==> src/rtl/xpsc_pkg.sv <==
`default_nettype none
package xpsc_pkg;
   // Geometry of the switch
   localparam int N_AMP        = 4;
   localparam int CODE_W       = 4;
   localparam int OFF_BIT      = 3;
   localparam int SEL_W        = 2;
   localparam int WORD_W       = 16;
   localparam int WORD_AMP_LSB = 4;
   localparam int CNT_W        = 5;
   localparam logic [3:0] CODE_OFF_RST = 4'h8;

   // Register byte offsets
   localparam logic [3:0] OFS_CTRL   = 4'h0;
   localparam logic [3:0] OFS_STATUS = 4'h4;
   localparam logic [3:0] OFS_INREG  = 4'h8;
   localparam logic [3:0] OFS_WORD   = 4'hC;
   localparam int CTRL_PD_BIT = 0;
   localparam logic CTRL_RST  = 1'h0;

   // Positions of the pins in the synchronised pin vector
   localparam int PIN_W      = 13;
   localparam int P_CODE_LSB = 0;
   localparam int P_AMP_LSB  = 4;
   localparam int P_PD       = 6;
   localparam int P_CE       = 7;
   localparam int P_LD       = 8;
   localparam int P_UPD      = 9;
   localparam int P_SEL      = 10;
   localparam int P_CLK      = 11;
   localparam int P_DIN      = 12;
   // Strobes and serial select idle high
   localparam logic [12:0] PIN_RST = 13'h0780;
endpackage
`default_nettype wire

==> src/rtl/xpsc_ctrl.sv <==
// Chosen here: the register offsets and the Avalon-MM slave port.
`timescale 1ns/100ps
`default_nettype none
// Contract
// - Code bit3 low selects input 0..7
// - Code bit3 high disables addressed amplifier
// - Update high, CE or load high: hold all (the code still writes a complete serial word to its input and switch register)
// - Update low: switch registers follow input registers
// - CE, load low, update high: addressed input transparent
// - All low: addressed input and switches transparent
// - Switch registers pass on update low, hold high (the code still writes the addressed slice from a complete serial word)
// - One switch register per amplifier
// - Serial mode: strobes high, select low
// - Serial words are 16 bits
// - Chain output is 16-stage delayed input
// - Chain output changes on serial clock fall
// - Select high: chain output holds last bit
// - Reset disables every amplifier
// - Input registers writable during shutdown
// - Two address bits select amplifier 0..3
// - Shutdown active high powers outputs down
module xpsc_ctrl (
   input  wire logic        clk,
   input  wire logic        reset,
   input  wire logic [3:0]  avs_address,
   input  wire logic        avs_read,
   input  wire logic        avs_write,
   input  wire logic [31:0] avs_writedata,
   input  wire logic [3:0]  avs_byteenable,
   output logic      [31:0] avs_readdata,
   output logic             avs_waitrequest,
   input  wire logic        chip_en_n,
   input  wire logic        load_n,
   input  wire logic        update_n,
   input  wire logic        ser_clk,
   input  wire logic        ser_sel_n,
   input  wire logic        ser_din,
   input  wire logic        chan_code_off_bit,
   input  wire logic        chan_code_bit2,
   input  wire logic        chan_code_bit1,
   input  wire logic        chan_code_bit0,
   input  wire logic        amp_sel_hi,
   input  wire logic        amp_sel_lo,
   input  wire logic        power_down,
   output logic      [3:0]  amp_enable,
   output logic      [11:0] amp_input,
   output logic             chain_out
);
   logic [xpsc_pkg::PIN_W-1:0] raw;
   logic [xpsc_pkg::PIN_W-1:0] s1_r;
   logic [xpsc_pkg::PIN_W-1:0] s2_r;
   logic [xpsc_pkg::PIN_W-1:0] s3_r;
   logic [xpsc_pkg::PIN_W-1:0] pin_r;
   logic                       ce_n_f;
   logic                       ld_n_f;
   logic                       upd_n_f;
   logic                       sel_n_f;
   logic                       clk_f;
   logic                       pd_f;
   logic                       clk_prev_r;
   logic                       sel_prev_r;
   logic                       sclk_rise;
   logic                       sclk_fall;
   logic                       strobes_idle;
   logic                       ser_mode;
   logic                       frame_done;
   logic [xpsc_pkg::CNT_W-1:0] cnt_r;
   logic [15:0]                shift_r;
   logic [15:0]                word_r;
   logic [1:0]                 par_addr;
   logic [3:0]                 par_code;
   logic [1:0]                 ser_addr;
   logic [3:0]                 ser_code;
   logic [15:0]                in_r;
   logic [15:0]                sw_r;
   logic [3:0]                 amp_en_r;
   logic [11:0]                amp_in_r;
   logic                       chain_r;
   logic                       pd_eff;
   logic                       ctrl_r;
   logic                       ack_r;
   logic [31:0]                rdata_r;

   //////////////////////////////////////////////////////////////////////////
   // Pin synchroniser: a bit moves only when stages two and three agree
   assign raw = {ser_din, ser_clk, ser_sel_n, update_n, load_n, chip_en_n, power_down,
                 amp_sel_hi, amp_sel_lo, chan_code_off_bit, chan_code_bit2,
                 chan_code_bit1, chan_code_bit0};

   always_ff @(posedge clk) begin
      if (reset) begin
         s1_r  <= xpsc_pkg::PIN_RST;
         s2_r  <= xpsc_pkg::PIN_RST;
         s3_r  <= xpsc_pkg::PIN_RST;
         pin_r <= xpsc_pkg::PIN_RST;
      end else begin
         s1_r  <= raw;
         s2_r  <= s1_r;
         s3_r  <= s2_r;
         pin_r <= (s3_r & ~(s2_r ^ s3_r)) | (pin_r & (s2_r ^ s3_r));
      end
   end

   // Filtered pin levels
   assign ce_n_f   = pin_r[xpsc_pkg::P_CE];
   assign ld_n_f   = pin_r[xpsc_pkg::P_LD];
   assign upd_n_f  = pin_r[xpsc_pkg::P_UPD];
   assign sel_n_f  = pin_r[xpsc_pkg::P_SEL];
   assign clk_f    = pin_r[xpsc_pkg::P_CLK];
   assign pd_f     = pin_r[xpsc_pkg::P_PD];
   assign par_addr = pin_r[xpsc_pkg::P_AMP_LSB +: xpsc_pkg::SEL_W];
   assign par_code = pin_r[xpsc_pkg::P_CODE_LSB +: xpsc_pkg::CODE_W];

   //////////////////////////////////////////////////////////////////////////
   // Serial framing; parallel decode trusts select to stay high
   assign strobes_idle = ce_n_f & ld_n_f & upd_n_f;
   assign ser_mode     = strobes_idle & ~sel_n_f;
   assign sclk_rise    = clk_f & ~clk_prev_r;
   assign sclk_fall    = ~clk_f & clk_prev_r;
   // A short word is dropped rather than half applied
   assign frame_done   = sel_n_f & ~sel_prev_r & strobes_idle
                         & (cnt_r == xpsc_pkg::CNT_W'(xpsc_pkg::WORD_W));
   assign ser_addr     = shift_r[xpsc_pkg::WORD_AMP_LSB +: xpsc_pkg::SEL_W];
   assign ser_code     = shift_r[xpsc_pkg::CODE_W-1:0];

   // Edge history of serial clock and select
   always_ff @(posedge clk) begin
      if (reset) begin
         clk_prev_r <= 1'b0;
         sel_prev_r <= 1'b1;
      end else begin
         clk_prev_r <= clk_f;
         sel_prev_r <= sel_n_f;
      end
   end

   // Bit counter, saturates at one word; restarts when select falls
   always_ff @(posedge clk) begin
      if (reset || sel_n_f) begin
         cnt_r <= '0;
      end else if (ser_mode && sclk_rise && cnt_r != xpsc_pkg::CNT_W'(xpsc_pkg::WORD_W)) begin
         cnt_r <= cnt_r + 1'b1;
      end
   end

   // Sixteen-stage shift path, sampled on the serial clock rise
   always_ff @(posedge clk) begin
      if (reset) begin
         shift_r <= '0;
      end else if (ser_mode && sclk_rise) begin
         shift_r <= {shift_r[14:0], pin_r[xpsc_pkg::P_DIN]};
      end
   end

   // Chain output moves only on a fall inside a frame, else holds
   always_ff @(posedge clk) begin
      if (reset) begin
         chain_r <= 1'b0;
      end else if (!sel_n_f && sclk_fall) begin
         chain_r <= shift_r[15];
      end
   end

   // Last complete serial word, kept for software
   always_ff @(posedge clk) begin
      if (reset) begin
         word_r <= '0;
      end else if (frame_done) begin
         word_r <= shift_r;
      end
   end

   //////////////////////////////////////////////////////////////////////////
   // Input register bank; shutdown does not block writes
   always_ff @(posedge clk) begin
      if (reset) begin
         in_r <= {xpsc_pkg::N_AMP{xpsc_pkg::CODE_OFF_RST}};
      end else if (frame_done) begin
         in_r[ser_addr*xpsc_pkg::CODE_W +: xpsc_pkg::CODE_W] <= ser_code;
      end else if (!ce_n_f && !ld_n_f) begin
         in_r[par_addr*xpsc_pkg::CODE_W +: xpsc_pkg::CODE_W] <= par_code;
      end
   end

   // Switch register bank, one slice per amplifier
   always_ff @(posedge clk) begin
      if (reset) begin
         sw_r <= {xpsc_pkg::N_AMP{xpsc_pkg::CODE_OFF_RST}};
      end else if (frame_done) begin
         sw_r[ser_addr*xpsc_pkg::CODE_W +: xpsc_pkg::CODE_W] <= ser_code;
      end else if (!upd_n_f) begin
         sw_r <= in_r;
      end
   end

   // Amplifier drive; shutdown gates enables but keeps codes
   assign pd_eff = pd_f | ctrl_r;
   always_ff @(posedge clk) begin
      if (reset) begin
         amp_en_r <= '0;
         amp_in_r <= '0;
      end else begin
         for (int i = 0; i < xpsc_pkg::N_AMP; i++) begin
            amp_en_r[i] <= ~sw_r[i*xpsc_pkg::CODE_W + xpsc_pkg::OFF_BIT] & ~pd_eff;
            amp_in_r[i*3 +: 3] <= sw_r[i*xpsc_pkg::CODE_W +: 3];
         end
      end
   end

   assign amp_enable = amp_en_r;
   assign amp_input  = amp_in_r;
   assign chain_out  = chain_r;

   //////////////////////////////////////////////////////////////////////////
   // Avalon slave: one wait cycle, then the request completes
   assign avs_waitrequest = ~ack_r;
   assign avs_readdata    = rdata_r;

   always_ff @(posedge clk) begin
      if (reset) begin
         ack_r <= 1'b0;
      end else begin
         ack_r <= (avs_read | avs_write) & ~ack_r;
      end
   end

   // Read data latched in the wait cycle; unmapped reads give zero
   always_ff @(posedge clk) begin
      if (reset) begin
         rdata_r <= '0;
      end else if (avs_read && !ack_r) begin
         case (avs_address)
            xpsc_pkg::OFS_CTRL:   rdata_r <= {31'h00000000, ctrl_r};
            xpsc_pkg::OFS_STATUS: rdata_r <= {10'h000, pd_eff, ser_mode, amp_en_r, sw_r};
            xpsc_pkg::OFS_INREG:  rdata_r <= {16'h0000, in_r};
            xpsc_pkg::OFS_WORD:   rdata_r <= {16'h0000, word_r};
            default:              rdata_r <= 32'h00000000;
         endcase
      end
   end

   // Software power-down, ORed with the pin
   always_ff @(posedge clk) begin
      if (reset) begin
         ctrl_r <= xpsc_pkg::CTRL_RST;
      end else if (avs_write && ack_r && avs_address == xpsc_pkg::OFS_CTRL
                   && avs_byteenable[0]) begin
         ctrl_r <= avs_writedata[xpsc_pkg::CTRL_PD_BIT];
      end
   end
endmodule // xpsc_ctrl
`default_nettype wire

==> config.mk <==
export PLATFORM = sky130hd
export DESIGN_NAME = xpsc_ctrl
export DESIGN_NICKNAME = d
export VERILOG_FILES = /design/src/rtl/xpsc_pkg.sv /design/src/rtl/xpsc_ctrl.sv
export SDC_FILE = /design/constraint.sdc
export NUM_CORES = 1
export LEC_CHECK = 0
export BUFFER_PORTS_ARGS = -buffer_cell sky130_fd_sc_hd__buf_2
export CORE_ASPECT_RATIO = 1.75
export CORE_UTILIZATION = 27
export CTS_CLUSTER_DIAMETER = 200
export DETAILED_ROUTE_END_ITERATION = 10
export PLACE_DENSITY = 0.55
export REMOVE_ABC_BUFFERS = 1
export SLEW_MARGIN = 20
export SYNTH_ARGS = -nofsm -noshare
export SYNTH_HDL_FRONTEND = slang
export SYNTH_SLANG_ARGS = --single-unit
export TNS_END_PERCENT = 100
==> constraint.sdc <==
create_clock -name clk -period 2 [get_ports clk]
set_input_delay 0.1 -clock clk [delete_from_list [all_inputs] [get_ports clk]]
set_output_delay 0.1 -clock clk [all_outputs]
set_load 0.005 [all_outputs]
[After elaboration in Yosys (flattened, before gate mapping)]
Cells that the tools add are included.
Word-level totals
  word-level logic and storage cells: 83
  memories kept: 0
  output and inout port bits: 50
  bits in read-only memories: 0
  input bits: 57
  RAM bits: 0
  register bits after elaboration: 174
  latch bits: 0
Operators by class
  multiplexer cells: 8
  add/sub/neg operators: 3
  divide/modulo/power cells: 0
  $mul: 0
  magnitude comparators: 0
  bitwise operators: 30
  equality and inequality tests: 6
  shift operators: 4
  reduce and logical (&&, ||, !) cells: 15
Operator list (number)
  $pmux 22 s4: 1
  $neg 4->34: 2
  $shift 4x34->16 const A: 2
  $shiftx 4x34->16: 2
  $mux 16: 4
  $bwmux 16: 3
  $and 13x13->13: 2
  $and 1x1->1: 13
  $not 13->13: 1
  $or 13x13->13: 1
  $xor 13x13->13: 1
  $not 1->1: 10
  $eq 4x4->1 const B: 2
  $logic_and 1x1->1: 8
  $add 5x1->5 const B: 1
  $eq 5x5->1 const B: 1
  $ne 5x5->1 const B: 1
  $eq 4x3->1 const B: 1
  $logic_not 1->1: 4
  $logic_not 4->1: 1
  $ne 2x1->1 const B: 1
  $or 1x1->1: 2
  $reduce_bool 2->1: 1
  $logic_or 1x1->1: 1

[Longest topological paths before layout]
Gate-level depths: netlist of the first run.
  word-level depth: 5
  depth in mapped cells: 8
  depth with buffers taken out: 6

[Least setup slack after synthesis of the first run]
No wires, ideal clock.
  kind: register -> register
  start point: reg with a tool-made name
  end point: reg in_r[8]
  data required time: 1.914 ns
  buffers on the path: 0
  setup time: 0.086 ns
  stages on the path, launching flop included: 7
  slack: 0.047 ns
  arrival time: 1.867 ns
  clock period less this slack: 1.953 ns
  cells stage by stage: dfxtp_1 inv_1 ha_1 or4bb_1 a31oi_2 a22oi_1 a211oi_1
RTL lines
  to (signal assigned): RTL line xpsc_ctrl.sv:177  | in_r <= {xpsc_pkg::N_AMP{xpsc_pkg::CODE_OFF_RST}};
  to (signal, indexed assignment): RTL line xpsc_ctrl.sv:179  | in_r[ser_addr*xpsc_pkg::CODE_W +: xpsc_pkg::CODE_W] <= ser_code;
  to (signal, indexed assignment): RTL line xpsc_ctrl.sv:181  | in_r[par_addr*xpsc_pkg::CODE_W +: xpsc_pkg::CODE_W] <= par_code;
  to (decl): RTL line xpsc_ctrl.sv:74  | logic [15:0] in_r;

==> impl_metrics.py, run 1 <==
metrics = {
    "outcome": {
        "status": "finished, final reports clean",
    },
    "yosys": {
        "synth_edf_count": 0,
        "avgSynthCellArea_sq_um": 9.22,
        "synthTopCellsByArea": "dfxtp_1, nand2_1, a21oi_1, nor2b_1, a22oi_1",
        "yosysTopAreaCell": "dfxtp_1",
        "synth_common_cells": "dfxtp_1, nand2_1, a21oi_1",
        "synth_most_common_cell": "dfxtp_1",
        "yosys_register_bits": 164,
        "synth.distinct_cells": 58,
        "async_flop_share_pct": 0,
        "ys.flop_type": "dfxtp_1",
        "yosysWarningCount": 0,
        "yosysSeqAreaShare_pct": 50.8,
        "netlist.area_leader.share_pct": 50.8,
        "synthCells": 701,
        "synth_area_sq_mm": 0.00646,
    },
    "final_layout": {
        "final_cells": 1106,
        "num_antenna_cells": 0,
        "synthToLayoutAreaGrowth_pct": 23.0,
        "final_area_sq_mm": 0.00795,
        "nNetsFinal": 858,
        "fill_cells": 2449,
        "drive_above_1_share_pct": 21.7,
    },
    "placement": {
        "dp_slack_ns": 0.0678,
        "gp_congestion": 0.892,
        "dp_hpwl_mm": 11.7,
        "placed_area_sq_mm": 0.00716,
        "numPortBuffers": 62,
        "dp_cells": 1057,
    },
    "global_routing": {
        "grt_pass1_wl_mm": 26.4,
        "overflow": 0,
        "grt_pass1_vias": 4890,
        "grt_usage_pct": 13.9,
        "grt_start_max_net_pins": 88,
        "antenna_found_initial": 0,
    },
    "timing": {
        "finalClockSkew_ns": 0.0100,
        "setup_ws_ns": 0.0513,
        "setup_viol": 0,
        "fmax_mhz": 513,
        "hold_viol": 0,
        "worst_slew_pin_slew_ns": 0.570,
        "drv_slew": 0,
        "layout_worst_path_cycle_share_pct": 97.4,
        "grt_setup_unrepaired": "no",
        "relSlewSlack_pct": 62.0,
        "fin_crit_ns": 1.95,
    },
    "floorplan": {
        "io_pins": 107,
        "start_util_pct": 27.6,
        "dieArea_sq_mm": 0.0246,
        "fp.coreArea_sq_mm": 0.0234,
        "std_cell_rows": 74,
        "die_y_um": 207,
        "die_w_um": 119,
    },
    "setup_path": {
        "crit_slowest_cell": "or4bb_1",
        "path_max_fanout": 4,
        "worstPathArrival_ns": 2.28,
        "cp_cell_sequence": "inv_1 -> ha_1 -> or4bb_1 -> a31oi_4 -> a22oi_1 -> a211oi_1",
        "worst_setup_path_end_kind": "flop",
        "crit_type": "reg -> reg",
        "crit_family": "compound AO/OA/AOI/OAI gates",
        "crit_path_start_kind": "flop",
        "cp_num_buf_inv": 1,
        "max_stage_delay_ns": 0.53,
        "worst_ep_required_time_ns": 2.34,
    },
    "clock_network": {
        "clk_path_buf_depth": 2,
        "cts.sinks": 164,
        "numCtsBuffers": 17,
        "htree_levels": 4,
        "clock-root-buffer": "clkbuf_16",
        "path_clk_slew_ns": 0.07,
        "clk_latency_ns": 0.43,
        "cts_tree": "yes",
    },
    "power": {
        "power_switching_mw": 1.63,
        "peakVddDrop_mv": 0.552,
        "pwr-share-clk_pct": 48.4,
        "netSwitchingFraction_pct": 23.9,
        "p_per_area_mw_per_mm2": 861,
        "p_total_mw": 6.84,
        "internal_power_mw": 5.21,
        "power_frac_comb_pct": 3.2,
        "leakagePower_nw": 2.98,
        "pwr-share-seq_pct": 48.4,
    },
    "route": {
        "drc_errors": 0,
        "drtAntennaViolNets": 0,
        "routed-via-count": 5084,
        "finalWirelength_mm": 16.4,
        "dr.pass1.iters": 5,
        "avgViaCountPerCell": 4.60,
        "wl_per_cell_um": 14.8,
        "drt_iter0_markers": 215,
    },
    "worst_hold_path": {
        "hp-class": "in -> reg",
    },
    "flow_run": {
        "drv_cap": 0,
    },
}
## power groups by stage
| stage | Sequential [mW] | Combinational [mW] | Clock (mW) |
|---|---|---|---|
| 3_5_place_dp | 3.39 | 0.197 | 0 |
| 6_report | 3.31 | 0.216 | 3.31 |
| 4_1_cts | 3.31 | 0.221 | 3.42 |
| 2_1_floorplan | 3.39 | 0.0695 | 0 |
| 5_1_grt | 3.32 | 0.241 | 3.55 |
| 3_3_place_gp | 3.39 | 0.196 | 0 |
## per-stage QoR
stage | hold WS (ns) | TNS (ns) | utilization (%)
after global placement | 0.288 | 0 | 30.5
after floorplan | 0.167 | -0.00181 | -
after CTS | 0.0242 | 0 | 33.8
final | 0.0525 | 0 | 33.9
after global routing | 0.0670 | 0 | 33.9
after detailed placement | 0.289 | 0 | 30.5
## final timing paths
| kind | start | endpoint | slack, ns | cells past startpoint |
|---|---|---|---|---|
| max reg2reg | flop | in_r[8] | 0.05 | 6 |
| max | flop | in_r[8] | 0.05 | 6 |
| min | avs_address[0] | avs_readdata[21] | 0.05 | 4 |
| min reg2reg | s1_r[8] | s2_r[8] | 0.41 | 1 |
## cell type report
type                       count  area [sq um]  area share (%)
sequential                   164          3280            41.3
multi-input combinational    480          2880            36.3
timing repair buffer         112           753            9.47
clock buffer                  18           439            5.52
tap                          304           380            4.78
clock inverter                14           160            2.01
inverter                      14          52.6           0.661
## layer usage
layer	up-vias	part of all wire (%)	global-route usage, %
li1	2576	-	-
met1	2367	39	14.6
met2	108	54	25.8
met3	33	2.9	2.20
met4	0	4.4	8.95
met5	-	0	0
## kinds of logic (layout without fill, tap and decap cells)
logic type / count (synthesis) / after routing / synth area share, %
AOI/OAI and AO/OA: 148 / 148 / 14.6
xor gates and xnor gates: 4 / 4 / 0.542
adders and majority gates: 12 / 12 / 2.32
buffers and inverters: 66 / 158 / 5.36
DFF: 164 / 164 / 50.8
muxes: 18 / 18 / 3.25
other: 1 / 10 / 0.0580
and+or+nand+nor: 288 / 288 / 23.0
## state kept, by name (all words and copies together) (netlist names), 4 cells and up, named ones only
register      cells
amp_enable        4
word_r           16
avs_readdata     22
in_r             16
s1_r             13
s2_r             13
shift_r          16
cnt_r             5
sw_r             16
s3_r             13
amp_input        12
## tightest hold or removal path, delay by kind of cell
family / cells / cell delay (ns)
compound gates: 2 / 0.14
simple gates: 1 / 0.07
buf+inv: 1 / 0.12
## layout by cell type, fill, tap and decap left out, types with 17 or more instances in the layout
cell type / Yosys / layout
a22oi_1: 23 / 23
nor2_1: 29 / 29
o21ai_0: 31 / 31
buf_4: 11 / 33
clkbuf_16: 0 / 17
nand2_1: 123 / 123
buf_2: 10 / 61
a21oi_1: 54 / 54
nor2b_1: 42 / 42
dfxtp_1: 164 / 164
## what timing repair did
action                                 4_1_cts  5_1_grt
setup buffers                                0        1
endpoints found under the hold margin       15        0
resized for setup                            0        3
hold buffers                                16        0
setup endpoints to repair                    0       25
Note: power is estimated with default switching activity, not from simulation.
==> run 2, diff against run 1 <==
PLACE_DENSITY = 0.53   (was 0.55)
SKIP_CTS_REPAIR_TIMING = 1   (was not set)
clock period = 2.5 ns   (was 2 ns; I/O delays follow)
==> run 2 against run 1 <==
- the flow now finishes with violations (negative hold slack)
- first-iteration DRC count is 7.0% lower
- sequential share of layout area up 0.83 points
- non-clock buffer count down 19
- routed wire length shrank 1.5%
- count of clock-buffer cells in the layout is 2 higher
- via count down 1.7%
- final area shrank 2.0%
- die area is the same
- worst setup slack improved by 0.25 ns
- clock skew about the same
- global-route usage shrank 0.28 points
- total power shrank 20%
- largest power group is now the clock network
==> impl_metrics.py, run 2 (synthesized netlist as in run 1, its figures left out) <==
metrics = {
    "route": {
        "drt_iter0_markers": 200,
        "avgViaCountPerCell": 4.60,
        "wl_per_cell_um": 14.9,
        "dr.pass1.iters": 5,
        "finalWirelength_mm": 16.1,
        "drtAntennaViolNets": 0,
        "routed-via-count": 4998,
        "drc_errors": 0,
    },
    "floorplan": {
        "dieArea_sq_mm": 0.0246,
        "std_cell_rows": 74,
        "start_util_pct": 27.6,
        "die_w_um": 119,
        "die_y_um": 207,
        "io_pins": 107,
        "fp.coreArea_sq_mm": 0.0234,
    },
    "placement": {
        "numPortBuffers": 62,
        "dp_hpwl_mm": 11.3,
        "gp_congestion": 0.870,
    },
    "timing": {
        "fmax_mhz": 454,
        "fin_tns_setup_ns": 0,
        "fin_crit_ns": 2.20,
        "finalClockSkew_ns": 0.00965,
        "setup_viol": 0,
        "holdWs_ns": -0.00577,
        "layout_worst_path_cycle_share_pct": 88.0,
        "drv_slew": 0,
        "grt_setup_unrepaired": "no",
        "hold_viol": 1,
        "worst_slew_pin_slew_ns": 0.670,
        "relSlewSlack_pct": 55.3,
    },
    "global_routing": {
        "grt_pass1_wl_mm": 25.6,
        "antenna_found_initial": 0,
        "grt_start_max_net_pins": 139,
        "grt_usage_pct": 13.7,
        "overflow": 0,
        "grt_pass1_vias": 4765,
    },
    "clock_network": {
        "cts_tree": "yes",
        "path_clk_slew_ns": 0.06,
        "htree_levels": 4,
        "numCtsBuffers": 17,
        "clk_latency_ns": 0.43,
        "clk_path_buf_depth": 2,
        "cts.sinks": 164,
        "clock-root-buffer": "clkbuf_16",
    },
    "final_layout": {
        "multi_input_area_sq_mm": 0.00287,
        "synthToLayoutAreaGrowth_pct": 20.6,
        "final_util_pct": 33.3,
        "nNetsFinal": 839,
        "num_antenna_cells": 0,
        "regArea_sq_mm": 0.00328,
        "fill_cells": 2405,
        "layout_commonest_cell": "dfxtp_1",
        "largest_reg_flops": 22,
        "mostFrequentLayoutCells": "dfxtp_1, nand2_1, buf_2",
        "drive_above_1_share_pct": 19.8,
    },
    "setup_path": {
        "cp_cell_sequence": "inv_1 -> ha_1 -> or4bb_1 -> a31oi_2 -> a22oi_1 -> a211oi_1",
        "worst_ep_required_time_ns": 2.85,
        "reg2reg_depth": 6,
        "max_stage_delay_ns": 0.52,
        "crit_slowest_cell": "or4bb_1",
        "crit_path_start_kind": "flop",
        "path_max_fanout": 8,
        "worst_setup_path_end_kind": "flop",
        "crit_type": "reg -> reg",
        "rr_endpoint": "in_r[8]",
        "rrSetupSlack_ns": 0.30,
        "worstPathArrival_ns": 2.55,
    },
    "outcome": {
        "status": "finished with violations",
        "violations": "negative hold slack",
    },
    "power": {
        "p_per_area_mw_per_mm2": 703,
        "leakagePower_nw": 2.90,
        "peakVddDrop_mv": 0.403,
    },
    "worst_hold_path": {
        "min_from": "avs_read",
        "worstHoldEndpoint": "ack_r",
        "hp-class": "in -> reg",
        "hold_depth": 3,
    },
    "flow_run": {
        "drv_cap": 0,
    },
}
## run 2: cell count changes in the layout (fill, tap and decap cells not counted), sizes merged
cell	change
buf	-17
inv	-5
clkinv	+3
clkbuf	+2
dlygate4sd3	-2
bufinv	+1
clkinvlp	-1
## run 2: routing by layer
metal	GRT usage [%]	wire length, um	vias up
met5	0	0	-
met4	6.56	467	0
met3	2.58	477	24
met2	26.3	8810	106
met1	14.1	6390	2338
li1	-	-	2530
## run 2: worst max-delay path, delay by kind of cell (launching register included)
family          cells  cell delay, ns
compound gates      3            0.63
fa+ha+maj           1            0.38
buf+inv             1            0.13
flops               1            0.47
simple gates        1            0.52
## run 2: worst max path at each step
stage / startpoint / to / slack, ns / cells after the start
after floorplan: cnt_r[0] / in_r[0] / 0.50 / 6
after global placement: flop / in_r[9] / 0.35 / 6
after detailed placement: flop / in_r[8] / 0.32 / 6
after CTS: flop / in_r[9] / 0.29 / 6
after global routing: flop / in_r[9] / 0.12 / 6
final: flop / in_r[8] / 0.30 / 6
## run 2: where the power goes
| part | internal, mW | switching (mW) | total [mW] |
|---|---|---|---|
| clock | 1.57 | 1.10 | 2.66 |
| sequential | 2.64 | 0.0120 | 2.65 |
| combinational | 0.0654 | 0.0980 | 0.163 |
| total | 4.28 | 1.21 | 5.48 |
## run 2: layout make-up
class / count / area share (%)
clock inverters: 12 / 1.80
well taps: 304 / 4.88
multi-input cells: 480 / 36.8
inverters: 14 / 0.674
flip-flops and latches: 164 / 42.1
clock buffers: 20 / 5.99
repair buffers: 93 / 7.77
## run 2: stage by stage
step / instance area, sq um / setup slack, ns / std cells / total power [mW]
after global placement: 7050 / 0.354 / 1041 / 2.86
after global routing: 7790 / 0.116 / 1087 / 5.70
final: 7790 / 0.299 / 1087 / 5.48
after detailed placement: 7050 / 0.316 / 1041 / 2.86
after CTS: 7650 / 0.294 / 1073 / 5.56
after floorplan: 6200 / 0.499 / 658 / 2.76
==> run 3, diff against run 2 <==
CTS_BUF_LIST = sky130_fd_sc_hd__clkbuf_4   (was not set)
==> run 3 against run 2 <==
- the run now ends clean
- highest routed layer unchanged
- worst setup slack lost 0.034 ns
- largest power group is now sequential cells
- critical endpoint is now in_r[9]
- maximum frequency down 1.5%
- critical path depth is the same
==> impl_metrics.py, run 3 (synthesized netlist as in run 1, its figures left out) <==
metrics = {
    "outcome": {
        "status": "finished, final reports clean",
    },
    "final_layout": {
        "layout_commonest_cell": "dfxtp_1",
        "regArea_sq_mm": 0.00328,
        "mostFrequentLayoutCells": "dfxtp_1, nand2_1, buf_2",
        "synthToLayoutAreaGrowth_pct": 16.4,
        "fill_cells": 2453,
        "drive_above_1_share_pct": 19.3,
        "largest_reg_flops": 22,
        "nNetsFinal": 844,
        "multi_input_area_sq_mm": 0.00287,
    },
    "global_routing": {
        "antenna_found_initial": 1,
        "overflow": 0,
        "grt_pass1_vias": 4736,
        "grt_pass1_wl_mm": 25.5,
        "grt_start_max_net_pins": 139,
        "grt_usage_pct": 13.6,
    },
    "setup_path": {
        "path_max_fanout": 8,
        "crit_type": "reg -> reg",
        "crit_path_start_kind": "flop",
        "worst_setup_path_end_kind": "flop",
        "worstPathArrival_ns": 2.73,
        "worst_ep_required_time_ns": 2.99,
    },
    "route": {
        "dr.pass1.iters": 5,
        "wl_per_cell_um": 14.8,
        "routed-via-count": 5017,
        "finalWirelength_mm": 16.2,
        "drc_errors": 0,
        "drt_iter0_markers": 281,
        "avgViaCountPerCell": 4.59,
        "drtAntennaViolNets": 0,
    },
    "floorplan": {
        "io_pins": 107,
        "std_cell_rows": 74,
        "dieArea_sq_mm": 0.0246,
        "start_util_pct": 27.6,
        "die_w_um": 119,
        "die_y_um": 207,
        "fp.coreArea_sq_mm": 0.0234,
    },
    "clock_network": {
        "cts_tree": "yes",
        "clock-root-buffer": "clkbuf_4",
        "path_clk_slew_ns": 0.15,
        "clk_latency_ns": 0.58,
        "numCtsBuffers": 17,
        "cts.sinks": 164,
        "clk_path_buf_depth": 2,
        "htree_levels": 4,
    },
    "flow_run": {
        "drv_cap": 0,
    },
    "worst_hold_path": {
        "hp-class": "in -> reg",
    },
    "placement": {
        "dp_hpwl_mm": 11.3,
        "gp_congestion": 0.870,
        "numPortBuffers": 62,
    },
    "timing": {
        "relSlewSlack_pct": 57.3,
        "finalClockSkew_ns": 0.0272,
        "grt_setup_unrepaired": "no",
        "setup_viol": 0,
        "holdWs_ns": 0.0940,
        "fmax_mhz": 447,
        "layout_worst_path_cycle_share_pct": 89.4,
        "fin_tns_setup_ns": 0,
        "hold_viol": 0,
        "drv_slew": 0,
        "fin_crit_ns": 2.24,
        "worst_slew_pin_slew_ns": 0.640,
    },
    "power": {
        "p_total_mw": 4.39,
        "p_per_area_mw_per_mm2": 584,
        "leakagePower_nw": 2.77,
        "peakVddDrop_mv": 0.255,
    },
}
-- run 3: changes by cell type in the layout (fill, tap and decap cells not counted) --
| cell | change |
|---|---|
| clkbuf_16 | -17 |
| clkbuf_4 | +17 |
| dlygate4sd3_1 | +5 |
| clkbuf_8 | -3 |
| clkinv_1 | +3 |
| diode_2 | +1 |
-- run 3: routing by layer --
layer / track usage (%) / vias up / part of all wire, %
li1: - / 2535 / -
met5: 0 / - / 0
met3: 2.66 / 31 / 3.2
met4: 7.50 / 0 / 3.5
met2: 25.7 / 115 / 54
met1: 14.0 / 2336 / 39
-- run 3: path summary, 6_finish.rpt --
path | startpoint | endpoint | slack (ns) | depth (start not counted)
min | avs_address[3] | avs_readdata[2] | 0.09 | 3
max | flop | in_r[9] | 0.26 | 6
min reg2reg | s1_r[8] | s2_r[8] | 0.43 | 1
max reg2reg | flop | in_r[9] | 0.26 | 6
-- run 3: area by class of cell --
| cell class | count | area share, % |
|---|---|---|
| inverter | 14 | 0.699 |
| antenna | 1 | 0.0333 |
| clock inverter | 15 | 2.01 |
| timing repair buffer | 98 | 8.72 |
| clock buffer | 17 | 1.70 |
| tap | 304 | 5.06 |
| sequential | 164 | 43.7 |
| multi-input combinational | 480 | 38.1 |
-- run 3: critical path, cell delays in order, from the launching register on --
cell,delay (ns)
dfxtp_1,0.49
inv_1,0.14
ha_1,0.38
or4bb_1,0.52
a31oi_2,0.25
a22oi_1,0.13
a211oi_1,0.25
-- run 3: power breakdown --
part           internal (mW)  switching, mW
Combinational         0.0688         0.0978
Clock                  0.600          0.969
Sequential              2.64         0.0120
-- run 3: stage by stage --
stage          area (sq um)  util, %  std cells  setup slack, ns
6_report               7520     32.1       1093            0.265
5_1_grt                7520     32.1       1093           0.0793
4_1_cts                7330     31.3       1073            0.267
3_5_place_dp           7050     30.1       1041            0.316
3_3_place_gp           7050     30.1       1041            0.354
2_1_floorplan          6200        -        658            0.499
